<file path="src/vdirq_pkg.sv">
package vdirq_pkg;
   localparam int NUM_SRC = 6;
   localparam int VEC_W = 8;
   // source index, highest priority first
   localparam logic [2:0] SRC_A_RX = 3'h0;
   localparam logic [2:0] SRC_A_TX = 3'h1;
   localparam logic [2:0] SRC_A_EXT = 3'h2;
   localparam logic [2:0] SRC_B_RX = 3'h3;
   localparam logic [2:0] SRC_B_TX = 3'h4;
   localparam logic [2:0] SRC_B_EXT = 3'h5;
   // master control field positions
   localparam int MCTL_VIS_BIT = 0;
   localparam int MCTL_NV_BIT = 1;
   localparam int MCTL_MIE_BIT = 3;
   localparam int MCTL_SWACK_BIT = 5;
   localparam logic [7:0] MCTL_RESET = 8'h00;
   localparam logic [7:0] VECTOR_RESET = 8'h00;
   localparam logic [5:0] ENABLE_RESET = 6'h00;
   // vector status field, three bits replaced
   localparam int VSTAT_LSB = 1;
   localparam int VSTAT_W = 3;
   localparam logic [2:0] VSTAT_NONE = 3'h3;
   localparam logic [2:0] VSTAT_B_TX = 3'h0;
   localparam logic [2:0] VSTAT_B_EXT = 3'h1;
   localparam logic [2:0] VSTAT_B_RX = 3'h2;
   localparam logic [2:0] VSTAT_B_SPC = 3'h3;
   localparam logic [2:0] VSTAT_A_TX = 3'h4;
   localparam logic [2:0] VSTAT_A_EXT = 3'h5;
   localparam logic [2:0] VSTAT_A_RX = 3'h6;
   localparam logic [2:0] VSTAT_A_SPC = 3'h7;
   // receive interrupt modes
   typedef enum logic [1:0] {
      VDIRQ_RX_OFF,
      VDIRQ_RX_FIRST,
      VDIRQ_RX_ALL,
      VDIRQ_RX_SPECIAL
   } vdirq_rx_mode_t;
   // per-channel events from the protocol engines
   typedef struct packed {
      logic rx_char;
      logic rx_special;
      logic tx_empty;
      logic cts_edge;
      logic dcd_edge;
      logic sync_edge;
      logic tx_underrun;
      logic baud_zero;
      logic brk_abort_eop_start;
      logic brk_abort_eop_end;
   } vdirq_chan_evt_t;
   // per-channel acknowledges from software
   typedef struct packed {
      logic rx_clear;
      logic tx_clear;
      logic ext_clear;
      logic first_rearm;
   } vdirq_chan_clr_t;
endpackage
</file>
<file path="src/vdirq_ctrl.sv">
`timescale 1ns/1ns
// Behaviour
// - acknowledge drives programmed vector onto bus
// - channel A plain vector, B with status
// - six sources: pending, in-service, enable bits
// - request needs source and global enable
// - source enables are write-only
// - request low when pending and chain-in high
// - disabled source never sets pending
// - all pending bits readable in one register
// - in-service blocks lower sources, chain out low
// - acknowledge sets highest pending in-service bit
// - A over B; rx over tx over ext
// - acknowledge releases request output
// - three selectable receive interrupt modes
// - special conditions differ only in vector status
// - first-char mode allows specials after first
// - ext/status requests on listed transitions and events
// - abort/end-of-poll interrupts at start and end
// - software acknowledge on vector read when enabled
// - software acknowledge ignores status/no-vector settings
// - status updated automatically for polling
// - chain out high only when idle and chain-in
// - acknowledge sampled on rising clock edge
// - vector driven when read strobe and chain-in
module vdirq_ctrl (
   input wire logic clk_sys_in,
   input wire logic reset_n_in,
   input wire logic [7:0] vector_write_in,
   input wire logic vector_write_stb_in,
   input wire logic [7:0] master_ctrl_in,
   input wire logic master_ctrl_stb_in,
   input wire logic [5:0] source_enable_in,
   input wire logic source_enable_stb_in,
   input wire vdirq_pkg::vdirq_rx_mode_t rx_mode_a_in,
   input wire vdirq_pkg::vdirq_rx_mode_t rx_mode_b_in,
   input wire vdirq_pkg::vdirq_chan_evt_t evt_a_in,
   input wire vdirq_pkg::vdirq_chan_evt_t evt_b_in,
   input wire vdirq_pkg::vdirq_chan_clr_t clr_a_in,
   input wire vdirq_pkg::vdirq_chan_clr_t clr_b_in,
   input wire logic reset_highest_stb_in,
   input wire logic vector_read_stb_in,
   input wire logic vector_read_chan_b_in,
   input wire logic irq_ack_n_in,
   input wire logic rd_n_in,
   input wire logic chain_enable_in,
   output logic irq_n_out,
   output logic irq_n_oe_out,
   output logic chain_enable_out,
   output logic [7:0] data_out,
   output logic data_oe_out,
   output logic [7:0] vector_read_out,
   output logic [5:0] pending_read_out,
   output logic [5:0] in_service_out,
   output logic [1:0] rx_avail_out
);
   localparam int N = vdirq_pkg::NUM_SRC;
   logic [7:0] vector_q, vector_d;
   logic [7:0] mctl_q, mctl_d;
   logic [N-1:0] enable_q, enable_d;
   logic [N-1:0] pending_q, pending_d;
   logic [N-1:0] ius_q, ius_d;
   logic [1:0] special_q, special_d;
   logic [1:0] first_done_q, first_done_d;
   logic ack_q, ack_d;
   logic ack_prev_q, ack_prev_d;
   logic [7:0] dout_q, dout_d;
   logic [7:0] vrd_q, vrd_d;
   logic [N-1:0] set_evt, clr_evt, grant, served, clr_ius;
   logic [N-1:0] req_gate;
   logic [1:0] rx_fire, spc_fire;
   logic ext_a, ext_b;
   logic blocked;
   logic ack_start;
   logic sw_ack;
   logic [2:0] stat;
   logic [7:0] vec_mod;

   function automatic logic rx_ok(input vdirq_pkg::vdirq_rx_mode_t m, input logic done);
      rx_ok = (m == vdirq_pkg::VDIRQ_RX_ALL) || (m == vdirq_pkg::VDIRQ_RX_FIRST && !done);
   endfunction

   function automatic logic spc_ok(input vdirq_pkg::vdirq_rx_mode_t m, input logic done);
      spc_ok = (m == vdirq_pkg::VDIRQ_RX_ALL) || (m == vdirq_pkg::VDIRQ_RX_SPECIAL)
         || (m == vdirq_pkg::VDIRQ_RX_FIRST && done);
   endfunction

   always_comb begin
      // receive mode filtering
      rx_fire[0] = evt_a_in.rx_char && rx_ok(rx_mode_a_in, first_done_q[0]);
      rx_fire[1] = evt_b_in.rx_char && rx_ok(rx_mode_b_in, first_done_q[1]);
      spc_fire[0] = evt_a_in.rx_special && spc_ok(rx_mode_a_in, first_done_q[0]);
      spc_fire[1] = evt_b_in.rx_special && spc_ok(rx_mode_b_in, first_done_q[1]);
      // ext/status sources; abort/eop at both ends
      ext_a = evt_a_in.cts_edge | evt_a_in.dcd_edge | evt_a_in.sync_edge
         | evt_a_in.tx_underrun | evt_a_in.baud_zero
         | evt_a_in.brk_abort_eop_start | evt_a_in.brk_abort_eop_end;
      ext_b = evt_b_in.cts_edge | evt_b_in.dcd_edge | evt_b_in.sync_edge
         | evt_b_in.tx_underrun | evt_b_in.baud_zero
         | evt_b_in.brk_abort_eop_start | evt_b_in.brk_abort_eop_end;
   end

   always_comb begin
      // source events into per-source set and clear vectors
      set_evt = '0;
      set_evt[vdirq_pkg::SRC_A_RX] = rx_fire[0] | spc_fire[0];
      set_evt[vdirq_pkg::SRC_A_TX] = evt_a_in.tx_empty;
      set_evt[vdirq_pkg::SRC_A_EXT] = ext_a;
      set_evt[vdirq_pkg::SRC_B_RX] = rx_fire[1] | spc_fire[1];
      set_evt[vdirq_pkg::SRC_B_TX] = evt_b_in.tx_empty;
      set_evt[vdirq_pkg::SRC_B_EXT] = ext_b;
      clr_evt = '0;
      clr_evt[vdirq_pkg::SRC_A_RX] = clr_a_in.rx_clear;
      clr_evt[vdirq_pkg::SRC_A_TX] = clr_a_in.tx_clear;
      clr_evt[vdirq_pkg::SRC_A_EXT] = clr_a_in.ext_clear;
      clr_evt[vdirq_pkg::SRC_B_RX] = clr_b_in.rx_clear;
      clr_evt[vdirq_pkg::SRC_B_TX] = clr_b_in.tx_clear;
      clr_evt[vdirq_pkg::SRC_B_EXT] = clr_b_in.ext_clear;

   end

   always_comb begin
      // internal daisy chain: any in-service or pending source blocks only those below it
      req_gate = '0;
      blocked = 1'b0;
      grant = '0;
      for (int i = 0; i < N; i++) begin
         if (!blocked && pending_q[i]) begin
            grant[i] = 1'b1;
         end
         req_gate[i] = pending_q[i] && !blocked;
         if (ius_q[i] || (pending_q[i] && !blocked)) begin
            blocked = 1'b1;
         end
      end
      if (!mctl_q[vdirq_pkg::MCTL_MIE_BIT]) begin
         req_gate = '0;
         grant = '0;
      end

   end

   always_comb begin
      // acknowledge: hardware on falling sampled edge, or software vector read
      ack_d = !irq_ack_n_in;
      ack_prev_d = ack_q;
      ack_start = ack_q && !ack_prev_q;
      sw_ack = vector_read_stb_in && mctl_q[vdirq_pkg::MCTL_SWACK_BIT];
      served = ((ack_start && chain_enable_in) || sw_ack) ? grant : '0;

   end

   always_comb begin
      // last hit of the downward scan is the highest in-service bit
      clr_ius = '0;
      if (reset_highest_stb_in) begin
         for (int i = N - 1; i >= 0; i--) begin
            if (ius_q[i]) begin
               clr_ius = '0;
               clr_ius[i] = 1'b1;
            end
         end
      end

      // pending: set wins over clear, serviced source drops its request
      pending_d = ((pending_q & ~clr_evt & ~served) | set_evt) & enable_q;
      ius_d = (ius_q & ~clr_ius) | served;
      enable_d = source_enable_stb_in ? source_enable_in : enable_q;
      vector_d = vector_write_stb_in ? vector_write_in : vector_q;
      mctl_d = master_ctrl_stb_in ? master_ctrl_in : mctl_q;

   end

   always_comb begin
      special_d = special_q;
      first_done_d = first_done_q;
      if (spc_fire[0]) begin
         special_d[0] = 1'b1;
      end else if (rx_fire[0]) begin
         special_d[0] = 1'b0;
      end
      if (spc_fire[1]) begin
         special_d[1] = 1'b1;
      end else if (rx_fire[1]) begin
         special_d[1] = 1'b0;
      end
      // a character in the same cycle as the re-arm wins
      if (clr_a_in.first_rearm) begin
         first_done_d[0] = 1'b0;
      end
      if (rx_fire[0]) begin
         first_done_d[0] = 1'b1;
      end
      if (clr_b_in.first_rearm) begin
         first_done_d[1] = 1'b0;
      end
      if (rx_fire[1]) begin
         first_done_d[1] = 1'b1;
      end
   end

   always_comb begin

      // vector status from highest pending source
      unique casez (grant)
         6'b?????1: stat = special_q[0] ? vdirq_pkg::VSTAT_A_SPC : vdirq_pkg::VSTAT_A_RX;
         6'b????10: stat = vdirq_pkg::VSTAT_A_TX;
         6'b???100: stat = vdirq_pkg::VSTAT_A_EXT;
         6'b??1000: stat = special_q[1] ? vdirq_pkg::VSTAT_B_SPC : vdirq_pkg::VSTAT_B_RX;
         6'b?10000: stat = vdirq_pkg::VSTAT_B_TX;
         6'b100000: stat = vdirq_pkg::VSTAT_B_EXT;
         default: stat = vdirq_pkg::VSTAT_NONE;
      endcase
      vec_mod = vector_q;
      vec_mod[vdirq_pkg::VSTAT_LSB +: vdirq_pkg::VSTAT_W] = stat;
      vrd_d = vector_read_chan_b_in ? vec_mod : vector_q;
      // hold the vector steady through the acknowledge
      if (ack_q) begin
         dout_d = dout_q;
      end else if (mctl_q[vdirq_pkg::MCTL_VIS_BIT] && !mctl_q[vdirq_pkg::MCTL_SWACK_BIT]) begin
         dout_d = vec_mod;
      end else begin
         dout_d = vector_q;
      end
   end

   // configuration registers
   always_ff @(posedge clk_sys_in) begin
      if (!reset_n_in) begin
         vector_q <= vdirq_pkg::VECTOR_RESET;
         mctl_q <= vdirq_pkg::MCTL_RESET;
         enable_q <= vdirq_pkg::ENABLE_RESET;
      end else begin
         vector_q <= vector_d;
         mctl_q <= mctl_d;
         enable_q <= enable_d;
      end
   end

   // pending and in-service state
   always_ff @(posedge clk_sys_in) begin
      if (!reset_n_in) begin
         pending_q <= '0;
         ius_q <= '0;
      end else begin
         pending_q <= pending_d;
         ius_q <= ius_d;
      end
   end

   // receive mode state
   always_ff @(posedge clk_sys_in) begin
      if (!reset_n_in) begin
         special_q <= '0;
         first_done_q <= '0;
      end else begin
         special_q <= special_d;
         first_done_q <= first_done_d;
      end
   end

   // acknowledge and vector outputs
   always_ff @(posedge clk_sys_in) begin
      if (!reset_n_in) begin
         ack_q <= 1'b0;
         ack_prev_q <= 1'b0;
         dout_q <= '0;
         vrd_q <= '0;
      end else begin
         ack_q <= ack_d;
         ack_prev_q <= ack_prev_d;
         dout_q <= dout_d;
         vrd_q <= vrd_d;
      end
   end

   always_comb begin
      irq_n_out = 1'b0;
      // open drain: pull low while requesting and not in acknowledge
      irq_n_oe_out = (|req_gate) && chain_enable_in && !ack_q;
      chain_enable_out = chain_enable_in && !(|ius_q)
         && !(ack_q && (|pending_q));
      data_out = dout_q;
      data_oe_out = ack_q && !rd_n_in && chain_enable_in && (|grant | |ius_q)
         && !(mctl_q[vdirq_pkg::MCTL_NV_BIT] && !mctl_q[vdirq_pkg::MCTL_SWACK_BIT]);
      vector_read_out = vrd_q;
      pending_read_out = pending_q;
      in_service_out = ius_q;
      rx_avail_out = {pending_q[vdirq_pkg::SRC_B_RX], pending_q[vdirq_pkg::SRC_A_RX]};
   end
endmodule

</file>
<file path="config.mk">
export PLATFORM = sky130hd
export DESIGN_NAME = vdirq_ctrl
export DESIGN_NICKNAME = d
export VERILOG_FILES = /design/src/vdirq_pkg.sv /design/src/vdirq_ctrl.sv
export SDC_FILE = /design/constraint.sdc
export NUM_CORES = 1
export LEC_CHECK = 0
export BUFFER_PORTS_ARGS = -buffer_cell sky130_fd_sc_hd__buf_2
export CORE_MARGIN = 5
export CORE_UTILIZATION = 38
export CTS_CLUSTER_SIZE = 12
export DETAILED_ROUTE_END_ITERATION = 10
export PLACE_DENSITY = 0.66
export SYNTH_ARGS = -nofsm -noshare
export SYNTH_HDL_FRONTEND = slang
export SYNTH_SLANG_ARGS = --single-unit
</file>
<file path="constraint.sdc">
create_clock -name clk_sys_in -period 2.4 [get_ports clk_sys_in]
set_input_delay 0 -clock clk_sys_in [delete_from_list [all_inputs] [get_ports clk_sys_in]]
set_output_delay 0 -clock clk_sys_in [all_outputs]
set_load 0.1 [all_outputs]
</file>
### After elaboration in Yosys (flattened, before gate mapping)

Index checks and enable logic that the tools add are counted.

| word-level totals | value |
|---|---|
| flip-flop bits (word level) | 54 |
| input bits | 65 |
| output and inout bits | 34 |

| cells by class | value |
|---|---|
| equal/unequal tests | 11 |
| multiplexer cells | 34 |
| bitwise logic cells | 24 |
| reductions and logical operators | 62 |

Operator list:

| operator | number |
|---|---|
| 6-bit two-way mux | 10 |
| 1-bit logical AND | 27 |
| 6-bit AND | 4 |
| 6-bit OR reduction | 4 |
| 1-bit two-way mux | 21 |
| 6-bit NOT | 3 |
| 3-bit case mux with 6 select lines | 1 |
| 1-bit zero test | 15 |
| 1-bit OR | 15 |
| 1-bit logical OR | 12 |
| 6-bit OR | 2 |
| 2-bit == test, second input constant | 5 |
| 4-bit two-way mux | 2 |
| 2-bit nonzero test | 4 |
| 6-bit == test, second input constant | 1 |
| 5-bit == test, second input constant | 1 |
| 2-bit by 1-bit == test with 1-bit output, second input constant | 2 |
| 4-bit == test, second input constant | 1 |
| 3-bit == test, second input constant | 1 |

### Logic depth before layout (Yosys ltp)

| depth | value |
|---|---|
| depth in word-level cells | 27 |
| depth in mapped cells | 6 |
| gate-level depth less buffers | 5 |

### Worst setup path before layout

OpenSTA, ideal clock, no wires.

| timing path | value |
|---|---|
| path kind | reg2out |
| from | register pending_q[5] (netlist: pending_read_out[5]) |
| to | output port irq_n_oe_out |
| arrival time | 3.899 ns |
| required time | 2.400 ns |
| slack | -1.499 ns |
| cell stages (with the launch flop) | 6 |
| path through | dfxtp_1 nor2b_1 o21ai_0 nor2b_1 o21a_1 nor3b_1 |

| between the ends | value |
|---|---|
| longest elaborated chain between the ends | 5 |

Ends and longest elaborated chain:

| what | line | source |
|---|---|---|
| start, declared | vdirq_ctrl.sv:61 | `logic [N-1:0] pending_q, pending_d;` |
| start signal, assigned | vdirq_ctrl.sv:246 | `pending_q <= pending_d;` |
| 1-bit logical AND | n/a |  |
| 6-bit two-way mux | vdirq_ctrl.sv:136 | `if (!mctl_q[vdirq_pkg::MCTL_MIE_BIT]) begin` |
| 6-bit OR reduction | vdirq_ctrl.sv:280 | `irq_n_oe_out = (\|req_gate) && chain_enable_in && !ack_q;` |
| 1-bit logical AND (2 in a row) | vdirq_ctrl.sv:280 |  |
| end, declared | vdirq_ctrl.sv:48 | `output logic irq_n_oe_out,` |

Every way passes these cells.

### Final worst setup path

| timing path | value |
|---|---|
| from | register mctl_q[3] |
| to | output port data_oe_out |

| between the ends | value |
|---|---|
| longest elaborated chain between the ends | 5 |

Ends and longest elaborated chain:

| what | line | source |
|---|---|---|
| start, declared | vdirq_ctrl.sv:59 | `logic [7:0] mctl_q, mctl_d;` |
| start signal, assigned | vdirq_ctrl.sv:231 | `mctl_q <= vdirq_pkg::MCTL_RESET;` |
| start signal, assigned | vdirq_ctrl.sv:235 | `mctl_q <= mctl_d;` |
| 6-bit two-way mux | vdirq_ctrl.sv:136 |  |
| 6-bit OR reduction | vdirq_ctrl.sv:284 | `data_oe_out = ack_q && !rd_n_in && chain_enable_in && (\|grant \| \|ius_q)` |
| 1-bit OR | vdirq_ctrl.sv:284 |  |
| 1-bit logical AND | vdirq_ctrl.sv:284 |  |
| 1-bit logical AND | vdirq_ctrl.sv:285 | `&& !(mctl_q[vdirq_pkg::MCTL_NV_BIT] && !mctl_q[vdirq_pkg::MCTL_SWACK_BIT]);` |
| end, declared | vdirq_ctrl.sv:51 | `output logic data_oe_out,` |

Every way passes these cells.

==> metrics <==
status finished clean; DP HPWL 4.69 mm; Crit path arrival time 2.22 ns; gpl congestion 0.877; CTS clk-pin slew, worst paths 0.10 ns; Area growth syn-to-layout 43.7%; CP Max Fanout 8; IO Port Bufs 93; initial antenna violation count 0; Setup CP Type register to primary output; Top FF cell, synth dfxtp_1; final hold vios 0; Vias/cell 4.91; Net Sw Frac 30.4%; Hold WC Path Type primary input to register; Core ar. 0.00599 mm²; top-area cell type share of the netlist area 44.0%; initial drt markers 98; WL per Instance 13.8 µm; leakage power 1.54 nW; clock latency on the worst-skew pair 0.30 ns; Area contributors post-synth dfxtp_1 (44%), mux2i_1 (10%), nor2b_1 (9.3%); ys async rst share 0%; Total Nets Final 447; DRC Markers 0; Post-Route WL 6.33 mm; Net Sw Power 0.579 mW; Syn Inst Count 259; Clk pwr share 30.2%; fillers 563; period utilization 92.5%; Starting Density 39.5%; max-cap violations 0; clock buffer depth 2; Routed Antenna Nets 0; Yosys top cell by area dfxtp_1; CTS Buf Count 5; count of final setup violators 0; total design power 1.90 mW; Slew @ Worst Pin 0.767 ns; Syn Nets 324; ant diodes 0; Reg power frac 48.7%; Total GRT Usage 16.2%; root buffer cell clkbuf_8; Multi-input gate area 0.00127 mm²; htree depth 2; RSZ-0062 raised after global routing no; Pins Over Slew Limit 0; setup_tns 0 ns; Worst Reg2Reg Path Length in Cells 6; max frequency 450 MHz; CTS tree built; drt first pass iters 4; logic gate share of total power 21.1%; post-synthesis area per instance 9.14 µm²; Final Util 56.8%; critical path capture point type primary output; post-synthesis sequential area ratio 44.0%; Worst EP required 2.40 ns; TritonCTS Sinks 52; FP Rows 28; Distinct cells, synth 42; mapped cell area 0.00237 mm²; largest net degree at the start of global routing 54; layout cell share with drive strength beyond 1 32.1%; vias post-DR 2251; Yosys Warn Count 0; PD cells 559 mW/mm²; #FFs+latches synth 52; Int Power 1.32 mW; Hold Path Depth 3; Fin Clk Skew 0.00314 ns; CP Launch Type register; DIE AREA 0.00790 mm²; first-pass GRT wire length 10.0 mm; gr ovfl total 0; number of flops mapped to enable cells by yosys 0; Slew HR 48.9%; IR drop worst, VDD 0.000299 V; Seq. cell area 0.00107 mm²; vias in the first global route 2144; IO Pins 99; die width 88.9 µm; # Post-CTS Setup Buffers 0; Chip Height 88.9 µm; minimum clock period 2.22 ns
## flip-flops by register name, summed over array words and instances (netlist names)
signal            flops
ack_prev_d            1
ack_prev_q            1
data_out              8
enable_q              6
first_done_q          2
in_service_out        6
mctl_q                4
pending_read_out      6
special_q             2
vector_q              8
vector_read_out       8
## layout make-up
cell class,instances,area share [%]
Multi-Input combinational cell,187,37.4
Sequential cell,52,31.5
Timing Repair Buffer,130,24.5
Clock buffer,6,2.76
Tap cell,75,2.76
Inverter,6,0.662
Clock inverter,2,0.478
## cell usage in the layout (no fill, tap or decap), types with 5 or more instances in the layout
master and n:
buf_2 92, a21oi_1 6, nor2_1 6, nor2b_1 35, a31oi_1 6, o21ai_0 14
and2_1 9, nand2b_1 7, dfxtp_1 41, nand3_1 5, nand2_1 23, inv_1 6
nor3_1 5, dfxtp_2 5, clkbuf_8 5, nor3b_1 5, dlygate4sd3_1 35, dfxtp_4 6
mux2i_1 24
## metal layers
metal | track usage (%) | up-vias | routed length (µm)
li1 | - | 1149 | -
met1 | 20.2 | 1032 | 2750
met2 | 27.6 | 58 | 3050
met3 | 3.50 | 12 | 389
met4 | 5.77 | 0 | 135
met5 | 0 | - | 0
## through the flow
stage / cell area (µm²) / hold slack [ns] / std cells / worst slack, ns
floorplan: 2430 / 0.0716 / 259 / 0.000741
global placement: 2940 / 0.179 / 415 / 0.437
detailed placement: 2940 / 0.175 / 415 / 0.384
CTS: 3400 / 0.00275 / 458 / 0.0382
global route: 3400 / 0.0217 / 458 / 0.00818
finish: 3400 / 0.0107 / 458 / 0.179
## cell usage after synthesis (2+ instances only)
cell type / count
a21boi_0: 4
a31oi_1: 6
o31ai_1: 2
o21ai_1: 3
nor2b_1: 35
a221oi_1: 2
o211a_1: 2
nor4_1: 3
nand3b_1: 2
nand3_1: 5
mux2i_1: 24
nand2_1: 23
or4_4: 2
o21a_1: 2
nor2_1: 6
dfxtp_1: 52
a22o_1: 2
nand2b_1: 7
a21boi_1: 2
a21oi_1: 6
nor3b_1: 7
a41oi_1: 2
buf_4: 3
o21ai_0: 15
inv_1: 6
clkbuf_1: 8
and2_1: 9
nor3_1: 5
## critical path, stage by stage (launching register included)
cell and delay [ns]:
dfxtp_1 0.49, nor4b_2 0.29, nand2_1 0.15, o21a_1 0.27, a2111oi_4 0.36, buf_4 0.35
## power by group through the flow
stage | clock network (mW) | registers, mW | logic [mW]
floorplan | 0 | 1.06 | 0.150
global placement | 0 | 0.945 | 0.359
detailed placement | 0 | 0.946 | 0.361
CTS | 0.595 | 0.927 | 0.404
global route | 0.629 | 0.933 | 0.431
finish | 0.574 | 0.927 | 0.402
## worst paths after layout
path	startpoint	to	slack, ns
worst max-delay path	mctl_q[3]	data_oe_out	0.18
worst min-delay path	evt_a_in[8]	special_q[0]	0.01
worst max register to register	in_service_out[1]	pending_read_out[5]	0.34
worst min register to register	enable_q[0]	pending_read_out[0]	0.46
## logic make-up after synthesis
logic type,Yosys count,share of synthesized area (%)
AND/OR/NAND/NOR,110,27.0
flip-flops,52,44.0
buffers and inverters,20,3.75
other,1,0.158
AO/OA/AOI/OAI,52,14.9
multiplexers,24,10.2
## repair_timing
item	CTS	global route
gates resized for setup	0	2
endpoints found under the hold margin	29	0
hold buffers	35	0
endpoints found under the setup margin	0	1
Note: power is estimated with default switching activity, not from simulation.
